==> config.mk <==
export PLATFORM = sky130hd
export DESIGN_NAME = encoder_speed_fault_monitor
export DESIGN_NICKNAME = d
export VERILOG_FILES = /design/src/include/enc_mon_pkg.sv /design/src/core/encoder_speed_fault_monitor.sv
export SDC_FILE = /design/constraint.sdc
export NUM_CORES = 2
export LEC_CHECK = 0
export ABC_AREA = 1
export BUFFER_PORTS_ARGS = -buffer_cell sky130_fd_sc_hd__buf_2
export CAP_MARGIN = 25
export CORE_ASPECT_RATIO = 0.8
export CORE_MARGIN = 1
export CORE_UTILIZATION = 35
export DETAILED_ROUTE_END_ITERATION = 8
export GPL_TIMING_DRIVEN = 0
export PLACE_DENSITY_LB_ADDON = 0.1
export SETUP_SLACK_MARGIN = 0.5
export SYNTH_ARGS = -nofsm -noshare
export SYNTH_HDL_FRONTEND = slang
export SYNTH_SLANG_ARGS = --single-unit
==> constraint.sdc <==
create_clock -name clk -period 10.7 [get_ports clk]
set_input_delay 0.535 -clock clk [delete_from_list [all_inputs] [get_ports clk]]
set_output_delay 0.535 -clock clk [all_outputs]
set_load 0.005 [all_outputs]
==> src/include/enc_mon_pkg.sv <==
// constants shared by the encoder speed and fault monitor
// assumes a 100 MHz system clock; settings arrive as plain ports
package enc_mon_pkg;
    // clock and time bases
    localparam int CLK_PERIOD_NS = 10;
    localparam int WIN_TIME_US   = 10000;  // speed sampling window
    localparam int TICK_TIME_US  = 100000; // delay timer step, 0.1 s
    localparam int WIN_CYC  = WIN_TIME_US * 1000 / CLK_PERIOD_NS;
    localparam int TICK_CYC = TICK_TIME_US * 1000 / CLK_PERIOD_NS;
    // edges*SPD_SCALE = 100*ppr*freq for a 10 ms window, 4 edges/pulse
    localparam logic [11:0] SPD_SCALE = 12'h9c4; // 2500
    localparam logic [6:0]  PCT_FULL  = 7'h64;   // 100 percent
    // setting ranges and defaults
    localparam logic [6:0] OS_LEVEL_MAX   = 7'h78; // 120 %
    localparam logic [6:0] OS_LEVEL_DEF   = 7'h73; // 115 %
    localparam logic [6:0] OS_DELAY_MAX   = 7'h14; // 2.0 s
    localparam logic [6:0] OS_DELAY_DEF   = 7'h00; // 0.0 s
    localparam logic [6:0] DEV_LEVEL_MAX  = 7'h32; // 50 %
    localparam logic [6:0] DEV_LEVEL_DEF  = 7'h0a; // 10 %
    localparam logic [6:0] DEV_DELAY_MAX  = 7'h64; // 10.0 s
    localparam logic [6:0] DEV_DELAY_DEF  = 7'h05; // 0.5 s
    localparam logic [6:0] OPEN_TIME_MAX  = 7'h64; // 10.0 s
    localparam logic [6:0] OPEN_TIME_DEF  = 7'h14; // 2.0 s
    // monitor divide setting: upper digit n, lower two digits m
    localparam logic [7:0] DIV_DIGIT   = 8'h64;    // 100
    localparam logic [7:0] DIV_DEF     = 8'h01;    // ratio 1/1
    localparam logic [5:0] DIV_M_MAX   = 6'h20;    // 32
    localparam logic [1:0] DIV_N_MAX   = 2'h1;
    // fault indices
    localparam int F_OS   = 0;
    localparam int F_DEV  = 1;
    localparam int F_OPEN = 2;
    // stopping actions
    localparam logic [1:0] ACT_DECEL = 2'h0;
    localparam logic [1:0] ACT_COAST = 2'h1;
    localparam logic [1:0] ACT_FAST  = 2'h2;
    localparam logic [1:0] ACT_ALARM = 2'h3;
endpackage : enc_mon_pkg

==> src/core/encoder_speed_fault_monitor.sv <==
// encoder feedback supervisor: quadrature decode, speed, faults, monitor
// assumes encoder phases already synchronous to clk; settings static
//
// Overview of operation
// - overspeed fault after level exceeded beyond delay
// - overspeed level 0..120 percent, default 115
// - overspeed delay 0..2.0 s, zero trips at once
// - deviation is |speed - reference|, timed fault
// - deviation level 0..50 percent, delay 0..10 s
// - deviation timer runs only after speed agree
// - open fault when no pulses beyond detect time
// - open check only running, ref >= 1%, not dc
// - overspeed stops drive by its action select
// - deviation stops drive by its action select
// - action 0 decel, 1 coast, 2 fast, 3 alarm
// - pulses per revolution scales the speed
// - direction select aligns phase order with forward
// - 0 means A leads forward, 1 B leads
// - monitor emits pulses scaled by (1+n)/m
// - ratio kept within 1/32 to 1, else rejected
// - monitor output only on the A/B board variant
// - supervision active only in flux vector control
`timescale 1ns/1ps
module encoder_speed_fault_monitor #(
    parameter int WIN_CYCLES  = enc_mon_pkg::WIN_CYC,  // sampling window
    parameter int TICK_CYCLES = enc_mon_pkg::TICK_CYC  // 0.1 s timer step
) (
    input  wire logic        clk,              // system clock
    input  wire logic        rst,              // sync reset, high
    input  wire logic        enc_a,            // encoder phase a
    input  wire logic        enc_b,            // encoder phase b
    input  wire logic [15:0] pulses_per_rev,   // pulses per revolution
    input  wire logic [15:0] max_output_frequency, // hz
    input  wire logic [15:0] freq_ref,         // frequency reference, hz
    input  wire logic        run,              // drive is running
    input  wire logic        dc_operation,     // dc braking active
    input  wire logic        flux_vector,      // closed loop vector mode
    input  wire logic        speed_agree,      // speed agree reached
    input  wire logic        monitor_board,    // a/b board fitted
    input  wire logic        direction_select, // 0 a leads fwd
    input  wire logic [6:0]  overspeed_level,  // percent
    input  wire logic [6:0]  overspeed_delay,  // 0.1 s units
    input  wire logic [6:0]  deviation_level,  // percent
    input  wire logic [6:0]  deviation_delay,  // 0.1 s units
    input  wire logic [6:0]  open_detect_time, // 0.1 s units
    input  wire logic [1:0]  overspeed_action, // action select
    input  wire logic [1:0]  deviation_action, // action select
    input  wire logic [1:0]  open_fault_action,// action select
    input  wire logic [7:0]  monitor_divide_setting, // n*100+m
    input  wire logic        fault_clear,      // clears latched faults
    output logic             overspeed_fault,  // latched fault
    output logic             speed_deviation_fault, // latched fault
    output logic             encoder_open_fault,    // latched fault
    output logic             stop_req,         // stop the drive
    output logic [1:0]       stop_method,      // chosen action
    output logic             alarm_only,       // alarm, keep running
    output logic [15:0]      edge_count,       // edges in last window
    output logic             motor_reverse,    // measured direction
    output logic             setting_error,    // a setting refused
    output logic             monitor_a,        // divided phase a
    output logic             monitor_a_n,      // complement
    output logic             monitor_b,        // divided phase b
    output logic             monitor_b_n       // complement
);

    // level clamp to an allowed maximum
    function automatic logic [6:0] clamp(input logic [6:0] v,
                                         input logic [6:0] mx);
        clamp = (v > mx) ? mx : v;
    endfunction : clamp

    // decode of a divide setting into n, m and its legality
    function automatic logic [8:0] div_decode(input logic [7:0] s);
        logic [7:0] n;
        logic [7:0] m;
        n = s / enc_mon_pkg::DIV_DIGIT;
        m = s % enc_mon_pkg::DIV_DIGIT;
        div_decode = {(n <= 8'(enc_mon_pkg::DIV_N_MAX)) && (m != 8'h00)
                      && (m <= 8'(enc_mon_pkg::DIV_M_MAX))
                      && (n + 8'h01 <= m),
                      n[1:0], m[5:0]};
    endfunction : div_decode

    logic        a_ff, b_ff;
    logic        a_edge, b_edge, step, up;
    logic [31:0] win_cnt_ff, tick_cnt_ff;
    logic        win_end, tick;
    logic [15:0] acc_ff;
    logic        dir_ff;
    logic [39:0] spd_s, ref_s, unit_s, os_lim, dev_lim, diff_s;
    logic [2:0]  cond, cond_ff, fault_ff;
    logic [6:0]  delay_v [3];
    logic [6:0]  tmr_ff [3];
    logic [1:0]  act_v [3];
    logic        dev_armed_ff, open_active;
    logic [8:0]  div_dec;
    logic [1:0]  div_n_ff;
    logic [5:0]  div_m_ff;
    logic [5:0]  macc_a_ff, macc_b_ff;
    logic        err_ff;
    logic        stop_ff, alarm_ff;
    logic [1:0]  meth_ff;

    // quadrature edge detect; previous samples follow the pins in reset
    // too, so no false edge appears at release
    always_ff @(posedge clk) begin
        a_ff <= enc_a;
        b_ff <= enc_b;
    end
    assign a_edge = enc_a ^ a_ff;
    assign b_edge = enc_b ^ b_ff;
    assign step   = a_edge | b_edge;
    // a leading gives a_prev == b_now on every step
    assign up = ~(a_ff ^ enc_b) ^ direction_select;

    // window and timer step dividers
    assign win_end = (win_cnt_ff == 32'(WIN_CYCLES - 1));
    assign tick    = (tick_cnt_ff == 32'(TICK_CYCLES - 1));
    always_ff @(posedge clk) begin
        if (rst || win_end) win_cnt_ff <= 32'h0;
        else win_cnt_ff <= win_cnt_ff + 32'h1;
    end
    always_ff @(posedge clk) begin
        if (rst || tick) tick_cnt_ff <= 32'h0;
        else tick_cnt_ff <= tick_cnt_ff + 32'h1;
    end

    // edges per window, saturating; direction from last step
    always_ff @(posedge clk) begin
        if (rst) begin
            acc_ff     <= 16'h0;
            edge_count <= 16'h0;
            dir_ff     <= 1'b0;
        end else begin
            if (step) dir_ff <= ~up;
            if (win_end) begin
                edge_count <= acc_ff;
                acc_ff     <= {15'h0, step};
            end else if (step && acc_ff != 16'hffff) begin
                acc_ff <= acc_ff + 16'h1;
            end
        end
    end
    assign motor_reverse = dir_ff;

    // speed, reference and limits on the scale 100*ppr*hz
    always_comb begin
        spd_s  = 40'(edge_count) * 40'(enc_mon_pkg::SPD_SCALE);
        ref_s  = 40'(freq_ref) * 40'(pulses_per_rev)
                 * 40'(enc_mon_pkg::PCT_FULL);
        unit_s = 40'(pulses_per_rev) * 40'(max_output_frequency);
        os_lim = unit_s * 40'(clamp(overspeed_level,
                                    enc_mon_pkg::OS_LEVEL_MAX));
        dev_lim = unit_s * 40'(clamp(deviation_level,
                                     enc_mon_pkg::DEV_LEVEL_MAX));
        diff_s = (spd_s > ref_s) ? spd_s - ref_s : ref_s - spd_s;
    end

    // open check window: running, ref at least 1 %, not dc
    assign open_active = run && !dc_operation
        && (40'(freq_ref) * 40'(enc_mon_pkg::PCT_FULL)
            >= 40'(max_output_frequency));

    // deviation armed once speed agree seen during a run
    always_ff @(posedge clk) begin
        if (rst || !run || !flux_vector) dev_armed_ff <= 1'b0;
        else if (speed_agree) dev_armed_ff <= 1'b1;
    end

    // fault conditions, gated by control mode
    always_comb begin
        cond[enc_mon_pkg::F_OS]   = flux_vector
                                    && (spd_s > os_lim);
        cond[enc_mon_pkg::F_DEV]  = flux_vector && dev_armed_ff
                                    && (diff_s > dev_lim);
        cond[enc_mon_pkg::F_OPEN] = flux_vector && open_active
                                    && (edge_count == 16'h0);
    end
    always_ff @(posedge clk) begin
        if (rst) cond_ff <= 3'h0;
        else if (win_end || !flux_vector) cond_ff <= cond;
    end

    // delays and actions per fault
    assign delay_v[enc_mon_pkg::F_OS]   =
        clamp(overspeed_delay, enc_mon_pkg::OS_DELAY_MAX);
    assign delay_v[enc_mon_pkg::F_DEV]  =
        clamp(deviation_delay, enc_mon_pkg::DEV_DELAY_MAX);
    assign delay_v[enc_mon_pkg::F_OPEN] =
        clamp(open_detect_time, enc_mon_pkg::OPEN_TIME_MAX);
    assign act_v[enc_mon_pkg::F_OS]   = overspeed_action;
    assign act_v[enc_mon_pkg::F_DEV]  = deviation_action;
    assign act_v[enc_mon_pkg::F_OPEN] = open_fault_action;

    // one delay timer and sticky flag per fault; set beats clear
    for (genvar i = 0; i < 3; i++) begin : g_fault
        always_ff @(posedge clk) begin
            if (rst || !cond_ff[i]) tmr_ff[i] <= 7'h0;
            else if (tick && tmr_ff[i] != 7'h7f)
                tmr_ff[i] <= tmr_ff[i] + 7'h1;
        end
        always_ff @(posedge clk) begin
            if (rst) fault_ff[i] <= 1'b0;
            else if (cond_ff[i] && tmr_ff[i] >= delay_v[i])
                fault_ff[i] <= 1'b1;
            else if (fault_clear) fault_ff[i] <= 1'b0;
        end
    end
    assign overspeed_fault       = fault_ff[enc_mon_pkg::F_OS];
    assign speed_deviation_fault = fault_ff[enc_mon_pkg::F_DEV];
    assign encoder_open_fault    = fault_ff[enc_mon_pkg::F_OPEN];

    // stop decision: overspeed over deviation over open circuit
    always_ff @(posedge clk) begin
        if (rst) begin
            stop_ff  <= 1'b0;
            meth_ff  <= enc_mon_pkg::ACT_COAST;
            alarm_ff <= 1'b0;
        end else begin
            stop_ff  <= 1'b0;
            alarm_ff <= 1'b0;
            for (int k = 2; k >= 0; k--) begin
                if (fault_ff[k]) begin
                    if (act_v[k] == enc_mon_pkg::ACT_ALARM) begin
                        alarm_ff <= 1'b1;
                    end else begin
                        stop_ff <= 1'b1;
                        meth_ff <= act_v[k];
                    end
                end
            end
        end
    end
    assign stop_req    = stop_ff;
    assign stop_method = meth_ff;
    assign alarm_only  = alarm_ff;

    // divide setting: accept legal values only, else hold last
    assign div_dec = div_decode(monitor_divide_setting);
    always_ff @(posedge clk) begin
        if (rst) begin
            div_n_ff <= 2'(enc_mon_pkg::DIV_DEF / enc_mon_pkg::DIV_DIGIT);
            div_m_ff <= 6'(enc_mon_pkg::DIV_DEF % enc_mon_pkg::DIV_DIGIT);
            err_ff   <= 1'b0;
        end else begin
            err_ff <= !div_dec[8];
            if (div_dec[8]) begin
                div_n_ff <= div_dec[7:6];
                div_m_ff <= div_dec[5:0];
            end
        end
    end
    assign setting_error = err_ff;

    // monitor: add 1+n per phase edge, toggle output per m
    always_ff @(posedge clk) begin
        if (rst || !monitor_board) begin
            macc_a_ff <= 6'h0;
            macc_b_ff <= 6'h0;
            monitor_a <= 1'b0;
            monitor_b <= 1'b0;
        end else begin
            if (a_edge) begin
                if (macc_a_ff + 6'(div_n_ff) + 6'h1 >= div_m_ff) begin
                    macc_a_ff <= macc_a_ff + 6'(div_n_ff) + 6'h1
                                 - div_m_ff;
                    monitor_a <= ~monitor_a;
                end else macc_a_ff <= macc_a_ff + 6'(div_n_ff) + 6'h1;
            end
            if (b_edge) begin
                if (macc_b_ff + 6'(div_n_ff) + 6'h1 >= div_m_ff) begin
                    macc_b_ff <= macc_b_ff + 6'(div_n_ff) + 6'h1
                                 - div_m_ff;
                    monitor_b <= ~monitor_b;
                end else macc_b_ff <= macc_b_ff + 6'(div_n_ff) + 6'h1;
            end
        end
    end
    assign monitor_a_n = monitor_board & ~monitor_a;
    assign monitor_b_n = monitor_board & ~monitor_b;

    // checks on the fault, stop and monitor logic
    a_os_zero_delay: assert property (@(posedge clk) disable iff (rst)
        cond_ff[0] && delay_v[0] == 7'h0 |=> overspeed_fault)
        else $error("overspeed with zero delay not flagged");
    a_os_cause: assert property (@(posedge clk) disable iff (rst)
        $rose(overspeed_fault) |-> $past(cond_ff[0])
            && $past(tmr_ff[0]) >= $past(delay_v[0]))
        else $error("overspeed flagged without its condition");
    a_dev_unarmed: assert property (@(posedge clk) disable iff (rst)
        win_end && !dev_armed_ff |-> ##2 tmr_ff[1] == 7'h0)
        else $error("deviation timer ran before speed agree");
    a_open_gated: assert property (@(posedge clk) disable iff (rst)
        win_end && !open_active |-> ##2 tmr_ff[2] == 7'h0)
        else $error("open timer ran outside its window");
    a_mode_gate: assert property (@(posedge clk) disable iff (rst)
        !flux_vector [*2] |=> cond_ff == 3'h0)
        else $error("supervision active outside vector mode");
    a_os_stops: assert property (@(posedge clk) disable iff (rst)
        overspeed_fault && overspeed_action != 2'h3 |=> stop_req
            && stop_method == $past(overspeed_action))
        else $error("overspeed did not stop with its action");
    a_alarm_run: assert property (@(posedge clk) disable iff (rst)
        fault_ff != 3'h0 && overspeed_action == 2'h3
            && deviation_action == 2'h3 && open_fault_action == 2'h3
            |=> !stop_req && alarm_only)
        else $error("alarm only action stopped the drive");
    a_div_range: assert property (@(posedge clk) disable iff (rst)
        div_m_ff >= 6'(div_n_ff) + 6'h1 && div_m_ff <= 6'h20)
        else $error("monitor ratio outside 1/32 to 1");
    a_mon_absent: assert property (@(posedge clk) disable iff (rst)
        !$past(monitor_board) |-> !monitor_a && !monitor_b && !monitor_a_n)
        else $error("monitor driven without its board");
    a_dir_fwd: assert property (@(posedge clk) disable iff (rst)
        !direction_select && a_edge && !b_edge && enc_a != enc_b
            |=> !motor_reverse)
        else $error("phase a lead not taken as forward");

endmodule : encoder_speed_fault_monitor

# Word-level counts from Yosys, hierarchy flattened
# Memory sizes are Yosys's and may differ from the RTL's.
# Index checks and enable logic that the tools add are counted.
[totals]
mem_bits_ro = 0
in_bits = 108
latch_bits = 0
wordCells = 181
register_bits = 133
n_memories = 1
mem_bits_rw = 21
out_inout_bits = 29
[classes]
addsub = 15
shift = 0
n_mul = 7
div = 2
mux = 50
n_eq_ne = 9
n_reduce_logical = 43
magnitude_cmp = 17
bitwise = 14
[mem_list]
columns = ["name", "words", "width", "rd", "rd_clocked_by_memory_dff", "write_ports", "line", "text"]
rows = [
  ["tmr_ff", 3, 7, 3, 0, 3, "encoder_speed_fault_monitor.sv:93", "logic [6:0] tmr_ff [3];"],
]
[ops]
columns = ["operator", "n"]
rows = [
  ["$gt 28x39->1", 2],
  ["$mul 32x7->39", 2],
  ["$add 32x1->32 const B", 2],
  ["$mul 16x16->32", 2],
  ["$mux 7", 8],
  ["$gt 40x39->1", 1],
  ["$mux 40", 1],
  ["$sub 28x39->40", 1],
  ["$sub 39x28->40", 1],
  ["$mul 32x5->37 const B", 1],
  ["$mux 1", 33],
  ["$eq 32x20->1 const B", 1],
  ["$eq 32x24->1 const B", 1],
  ["$mul 16x10->26 const B", 1],
  ["$ge 23x16->1", 1],
  ["$add 7x1->7 const B", 3],
  ["$ge 7x7->1", 3],
  ["$gt 7x7->1 const B", 3],
  ["$mul 16x5->21 const B", 1],
  ["$ne 7x7->1 const B", 3],
  ["$logic_and 1x1->1", 17],
  ["$add 16x1->16 const B", 1],
  ["$logic_not 16->1", 1],
  ["$ne 16x16->1 const B", 1],
  ["25 further kinds", 66],
]

# Longest topological paths before layout
[logic_depth]
depth_word = 7
mapped_depth = 77
ltp_nobuf = 75

# Worst setup path before layout
# No wires, ideal clock.
[synth_timing]
path_kind = "in2reg"
startpoint = "input freq_ref[4]"
endpoint = "register cond_ff[1]"
path_slack_ps = -496
arrival_ps = 11138
cell_stages = 68
setup_ps = 58
cell_sequence = "clkbuf_1 -> clkbuf_1 -> nand2_1 -> fa_1 -> inv_1 -> fa_1 -> ha_1 -> inv_1 -> fa_1 -> fa_1 -> fa_1 -> inv_1 -> ha_1 -> a21oi_1 -> o21ai_0 -> a21oi_1 -> o21ai_0 -> a21boi_1 -> (+32 left out) -> ha_1 -> nand2_1 -> inv_1 -> nand2_1 -> nor3b_1 -> nand4_1 -> o21a_1 -> nand2_1 -> nand2_1 -> nand2_1 -> nand2_1 -> nand2_1 -> nand2_1 -> nand2_1 -> nand2_1 -> nand2_1 -> nand2_1 -> nand2_1"
[synth_via]
elab_chain_len = 6
elab_cells_between_ends = 8
classes_between = "add/sub (2); mul (2); order compare (2); mux (1); reduce/logical (1)"
[synth_rtl]
columns = ["item", "line", "text"]
rows = [
  ["start, declared", "encoder_speed_fault_monitor.sv:34", "input wire logic [15:0] freq_ref,"],
  ["$mul 16x16->32 *", "encoder_speed_fault_monitor.sv:149", "ref_s = 40'(freq_ref) * 40'(pulses_per_rev)"],
  ["$mul 32x5->37 *", "encoder_speed_fault_monitor.sv:150", "* 40'(enc_mon_pkg::PCT_FULL);"],
  ["$sub 39x28->40 (tied with other cells)", "encoder_speed_fault_monitor.sv:156", "diff_s = (spd_s > ref_s) ? spd_s - ref_s : ref_s - spd_s;"],
  ["$mux 40 *", "encoder_speed_fault_monitor.sv:156", ""],
  ["$gt 40x39->1 *", "encoder_speed_fault_monitor.sv:175", "&& (diff_s > dev_lim);"],
  ["$logic_and 1x1->1 *", "encoder_speed_fault_monitor.sv:175", ""],
  ["end signal, assigned", "encoder_speed_fault_monitor.sv:181", "else if (win_end || !flux_vector) cond_ff <= cond;"],
  ["end, declared", "encoder_speed_fault_monitor.sv:91", "logic [2:0] cond, cond_ff, fault_ff;"],
]
# Every way passes the cells marked *; elsewhere a longest branch is shown, timed or not.
# A chain may end at the register's enable or synchronous reset.

# Final worst setup path
[layout_timing]
startpoint = "input pulses_per_rev[1]"
endpoint = "register cond_ff[1]"
[layout_via]
elab_chain_len = 6
elab_cells_between_ends = 10
classes_between = "add/sub (2); mul (4); order compare (2); mux (1); reduce/logical (1)"
[layout_rtl]
columns = ["item", "line", "text"]
rows = [
  ["start, declared", "encoder_speed_fault_monitor.sv:32", "input wire logic [15:0] pulses_per_rev,"],
  ["$mul 16x16->32", "encoder_speed_fault_monitor.sv:149", ""],
  ["$mul 32x5->37", "encoder_speed_fault_monitor.sv:150", ""],
  ["$sub 39x28->40 (tied with other cells)", "encoder_speed_fault_monitor.sv:156", ""],
  ["$mux 40", "encoder_speed_fault_monitor.sv:156", ""],
  ["$gt 40x39->1 *", "encoder_speed_fault_monitor.sv:175", ""],
  ["$logic_and 1x1->1 *", "encoder_speed_fault_monitor.sv:175", ""],
]
# Marks and branches as above.

==> flow_summary_export.csv <==
group,metric,value,unit
status,status,"finished, violations left",
status,violations,"setup timing",
worst_setup_path,arrival,11.42,ns
global_route,grt_util_all_layers,0.2464,
layout,final_common_cell,"inv_1",
cts,htree_levels,4,
drt,first_iter_violations,3500,
worst_setup_path,cp.depth,47,
worst_setup_path,crit_path_start_kind,"primary input",
placement,port_buffers,114,
layout,area_growth,19.45,%
die,fp.dieH,353.7,um
layout,fin_cells,10040,
timing,finalClockSkew,0.01385,ns
die,die_x,441.6,um
synthesis,synth_area,54120,um^2
synthesis,synth-warning-count,0,
worst_setup_path,cp_max_fo,10,
die,design.die.area,156200,um^2
global_route,met3_usage,0.03977,
layout,layout-drive-gt1-share,0.1416,
die,core,152800,um^2
drt,drt_pass1_iterations,5,
synthesis,syn_avg_cell_area,7.077,um^2
synthesis,synthFlopType,"dfxtp_1",
timing,setup_ws,-0.3867,ns
drt,postRouteAntennaNets,0,
worst_setup_path,critical_path_class,"in -> reg",
drt,wire_per_inst,19.20,um
placement,numPlacedInstances,9811,
drt,drc,0,
worst_setup_path,path_common_cell,"fa_1",
timing,slew-limit-headroom,0.3093,
cts,cts_hold_buf,0,
global_route,grt_pass1_vias,49470,
cts,cts_sinks,154,
synthesis,ys_seq_elements,154,
synthesis,yosys.area.top_type,"fa_1",
synthesis,synth_edf_count,21,
layout,layout_common_cells,"inv_1 (1,848), nand2_1 (1,657), fa_1 (725)",
worst_setup_path,cp_slowest_stage_delay,0.61,ns
cts,clockBufferDepth,2,
cts,clk_latency,0.45,ns
die,rows,128,
placement,pre_cts_ws,-2.933,ns
global_route,grt_overflow_total,0,
placement,routabilityCongestion,0.9299,
global_route,use_met2,0.3736,
synthesis,ys_seq_area_frac,0.06085,
cts,cts_buffers,17,
global_route,grt_pass1_wl,298.0,mm
cts,cts-root-buf,"clkbuf_16",
global_route,antenna_found_initial,4,
synthesis,synth_cells,7647,
synthesis,netlist_top_cells_area,"fa_1 (28%), ha_1 (17%), inv_1 (13%)",
timing,post-route-period-util,1.036,
worst_setup_path,critPathCaptureType,"register",
timing,period_needed,11.09,ns
die,start_util,0.3542,
die,ios,137,
drt,drt_wl_total,192.7,mm
worst_setup_path,crit_required,11.04,ns
synthesis,ys_types,65,
worst_setup_path,crit_family,"adder cells",
timing,clock.fmax,90.20,MHz
worst_setup_path,r2r_cells,42,
global_route,grt_util_met1,0.3718,
layout,nets,9611,
layout,utilization,0.4231,
hold_path,hp-class,"in -> reg",
drt,via_per_inst,4.925,
synthesis,async_flop_share,0,
worst_setup_path,critPathSlowestCell,"fa_2",
timing,rsz0062_at_grt,"true",
synthesis,synth_top_area_frac,0.2830,
timing,setup_viol_count_final,2,
global_route,grt_max_degree,17,
timing,hold_violations,0,
global_route,grt-busiest-layer,"met2",
worst_setup_path,crit_buf_inv,9,
hold_path,whs_path_depth,1,
drt,num_vias,49440,
timing,drv_slew,0,
timing,tightest_slew,1.025,ns
cts,cts_tree,"done",
flow_run,drv_cap,0,
placement,hpwl,163.5,mm
cts,clk_pin_slew_worst_paths,0.07,ns
worst register-to-register path: cells and delay by family, from the launching register on:
kind                     cells  cell delay, ns
adder cells (fa/ha/maj)      8            3.03
AND/OR/NAND/NOR             16            1.92
AO/OA/AOI/OAI                8            1.41
XOR/XNOR                     2            1.23
flip-flops                   1            0.74
buffers and inverters        8            0.63
per-stage QoR:
stage / area (um^2) / setup TNS, ns / hold slack, ns
after floorplan: 55070 / 0 / 0.4176
after global placement: 58160 / -5.337 / 0.4339
after detailed placement: 58190 / -5.459 / 0.4403
after CTS: 62000 / -0.7728 / 0.1971
after global routing: 64640 / -1.410 / 0.2006
final: 64640 / -0.4429 / 0.2234
registers in the layout, summed over array words and instances (netlist names), 2 cells and up:
| signal | flops |
|---|---|
| div_n_ff | 2 |
| cond_ff | 3 |
| div_m_ff | 6 |
| tmr_ff | 21 |
| stop_method | 2 |
| macc_a_ff | 6 |
| edge_count | 16 |
| macc_b_ff | 6 |
| win_cnt_ff | 32 |
| tick_cnt_ff | 32 |
| acc_ff | 16 |
layout make-up:
cell class                      count  area, um^2
Fill cell                       16060       88140
Multi-Input combinational cell   5428       46300
Inverter                         1894        7128
Sequential cell                   154        3293
Buffer                            203        2522
Tap cell                         2015        2521
Timing Repair Buffer              312        2282
Clock buffer                       22       496.7
Clock inverter                     10       101.3
Antenna cell                        1       2.502
kinds of logic (layout without fill, tap and decap cells):
kind of cell,after synthesis,count (layout),synth area share
compound gates,844,844,0.08732
xor+xnor,210,210,0.03399
fa+ha+maj,1493,1493,0.4513
buf+inv,2097,2441,0.1462
flops,154,154,0.06085
mux,1,1,0.0001850
other cells,2,35,0.0001388
simple gates,2846,2846,0.2201
cell usage after synthesis (7+ instances only):
| cell | instances |
|---|---|
| a21o_1 | 15 |
| xnor2_1 | 78 |
| nor2_1 | 474 |
| nand2_1 | 1774 |
| nand2_2 | 14 |
| nor4_1 | 28 |
| nand3_1 | 249 |
| dfxtp_1 | 133 |
| a211oi_1 | 7 |
| nor2_2 | 10 |
| or2_2 | 80 |
| clkbuf_1 | 190 |
| a21boi_0 | 10 |
| edfxtp_1 | 21 |
| o211ai_1 | 12 |
| and3_1 | 7 |
| o22ai_1 | 12 |
| o21ai_1 | 13 |
| o21ai_0 | 231 |
| a21oi_1 | 407 |
| o221ai_1 | 10 |
| a31oi_1 | 25 |
| o31ai_1 | 7 |
| inv_2 | 7 |
| nor3b_1 | 18 |
| xor2_1 | 132 |
| o21ai_2 | 12 |
| inv_1 | 1884 |
| nor3_1 | 80 |
| fa_1 | 765 |
| a31o_2 | 7 |
| ha_1 | 728 |
| o21a_1 | 28 |
| nand3b_1 | 11 |
| o21bai_1 | 29 |
| nand4_1 | 81 |
path summary, 6_finish.rpt:
| path | startpoint | to | slack (ns) |
|---|---|---|---|
| worst max-delay path | pulses_per_rev[1] | cond_ff[1]$_SDFFE_PP0P_ | -0.39 |
| worst min-delay path | enc_a | a_ff$_DFF_P_ | 0.22 |
| worst max register to register | edge_count[5]$_SDFFE_PP0P_ | cond_ff[1]$_SDFFE_PP0P_ | 1.65 |
| worst min register to register | tick_cnt_ff[0]$_SDFF_PP0_ | tick_cnt_ff[0]$_SDFF_PP0_ | 0.45 |
repair_timing:
action,4_1_cts,5_1_grt
gates resized for setup,540,437
pin swaps,107,254
buffers inserted,73,115
endpoints found under the setup margin,2,2
cloned,1,5
per-layer routing:
layer	wire, um	part of all wire	up-vias
li1	-	-	23960
met1	94820	0.49	24100
met2	81810	0.42	1272
met3	13520	0.070	112
met4	2577	0.013	0
met5	0	0	-
Power is not shown: default switching activity piles up to over one toggle a cycle in this logic, so the estimate is an artifact.
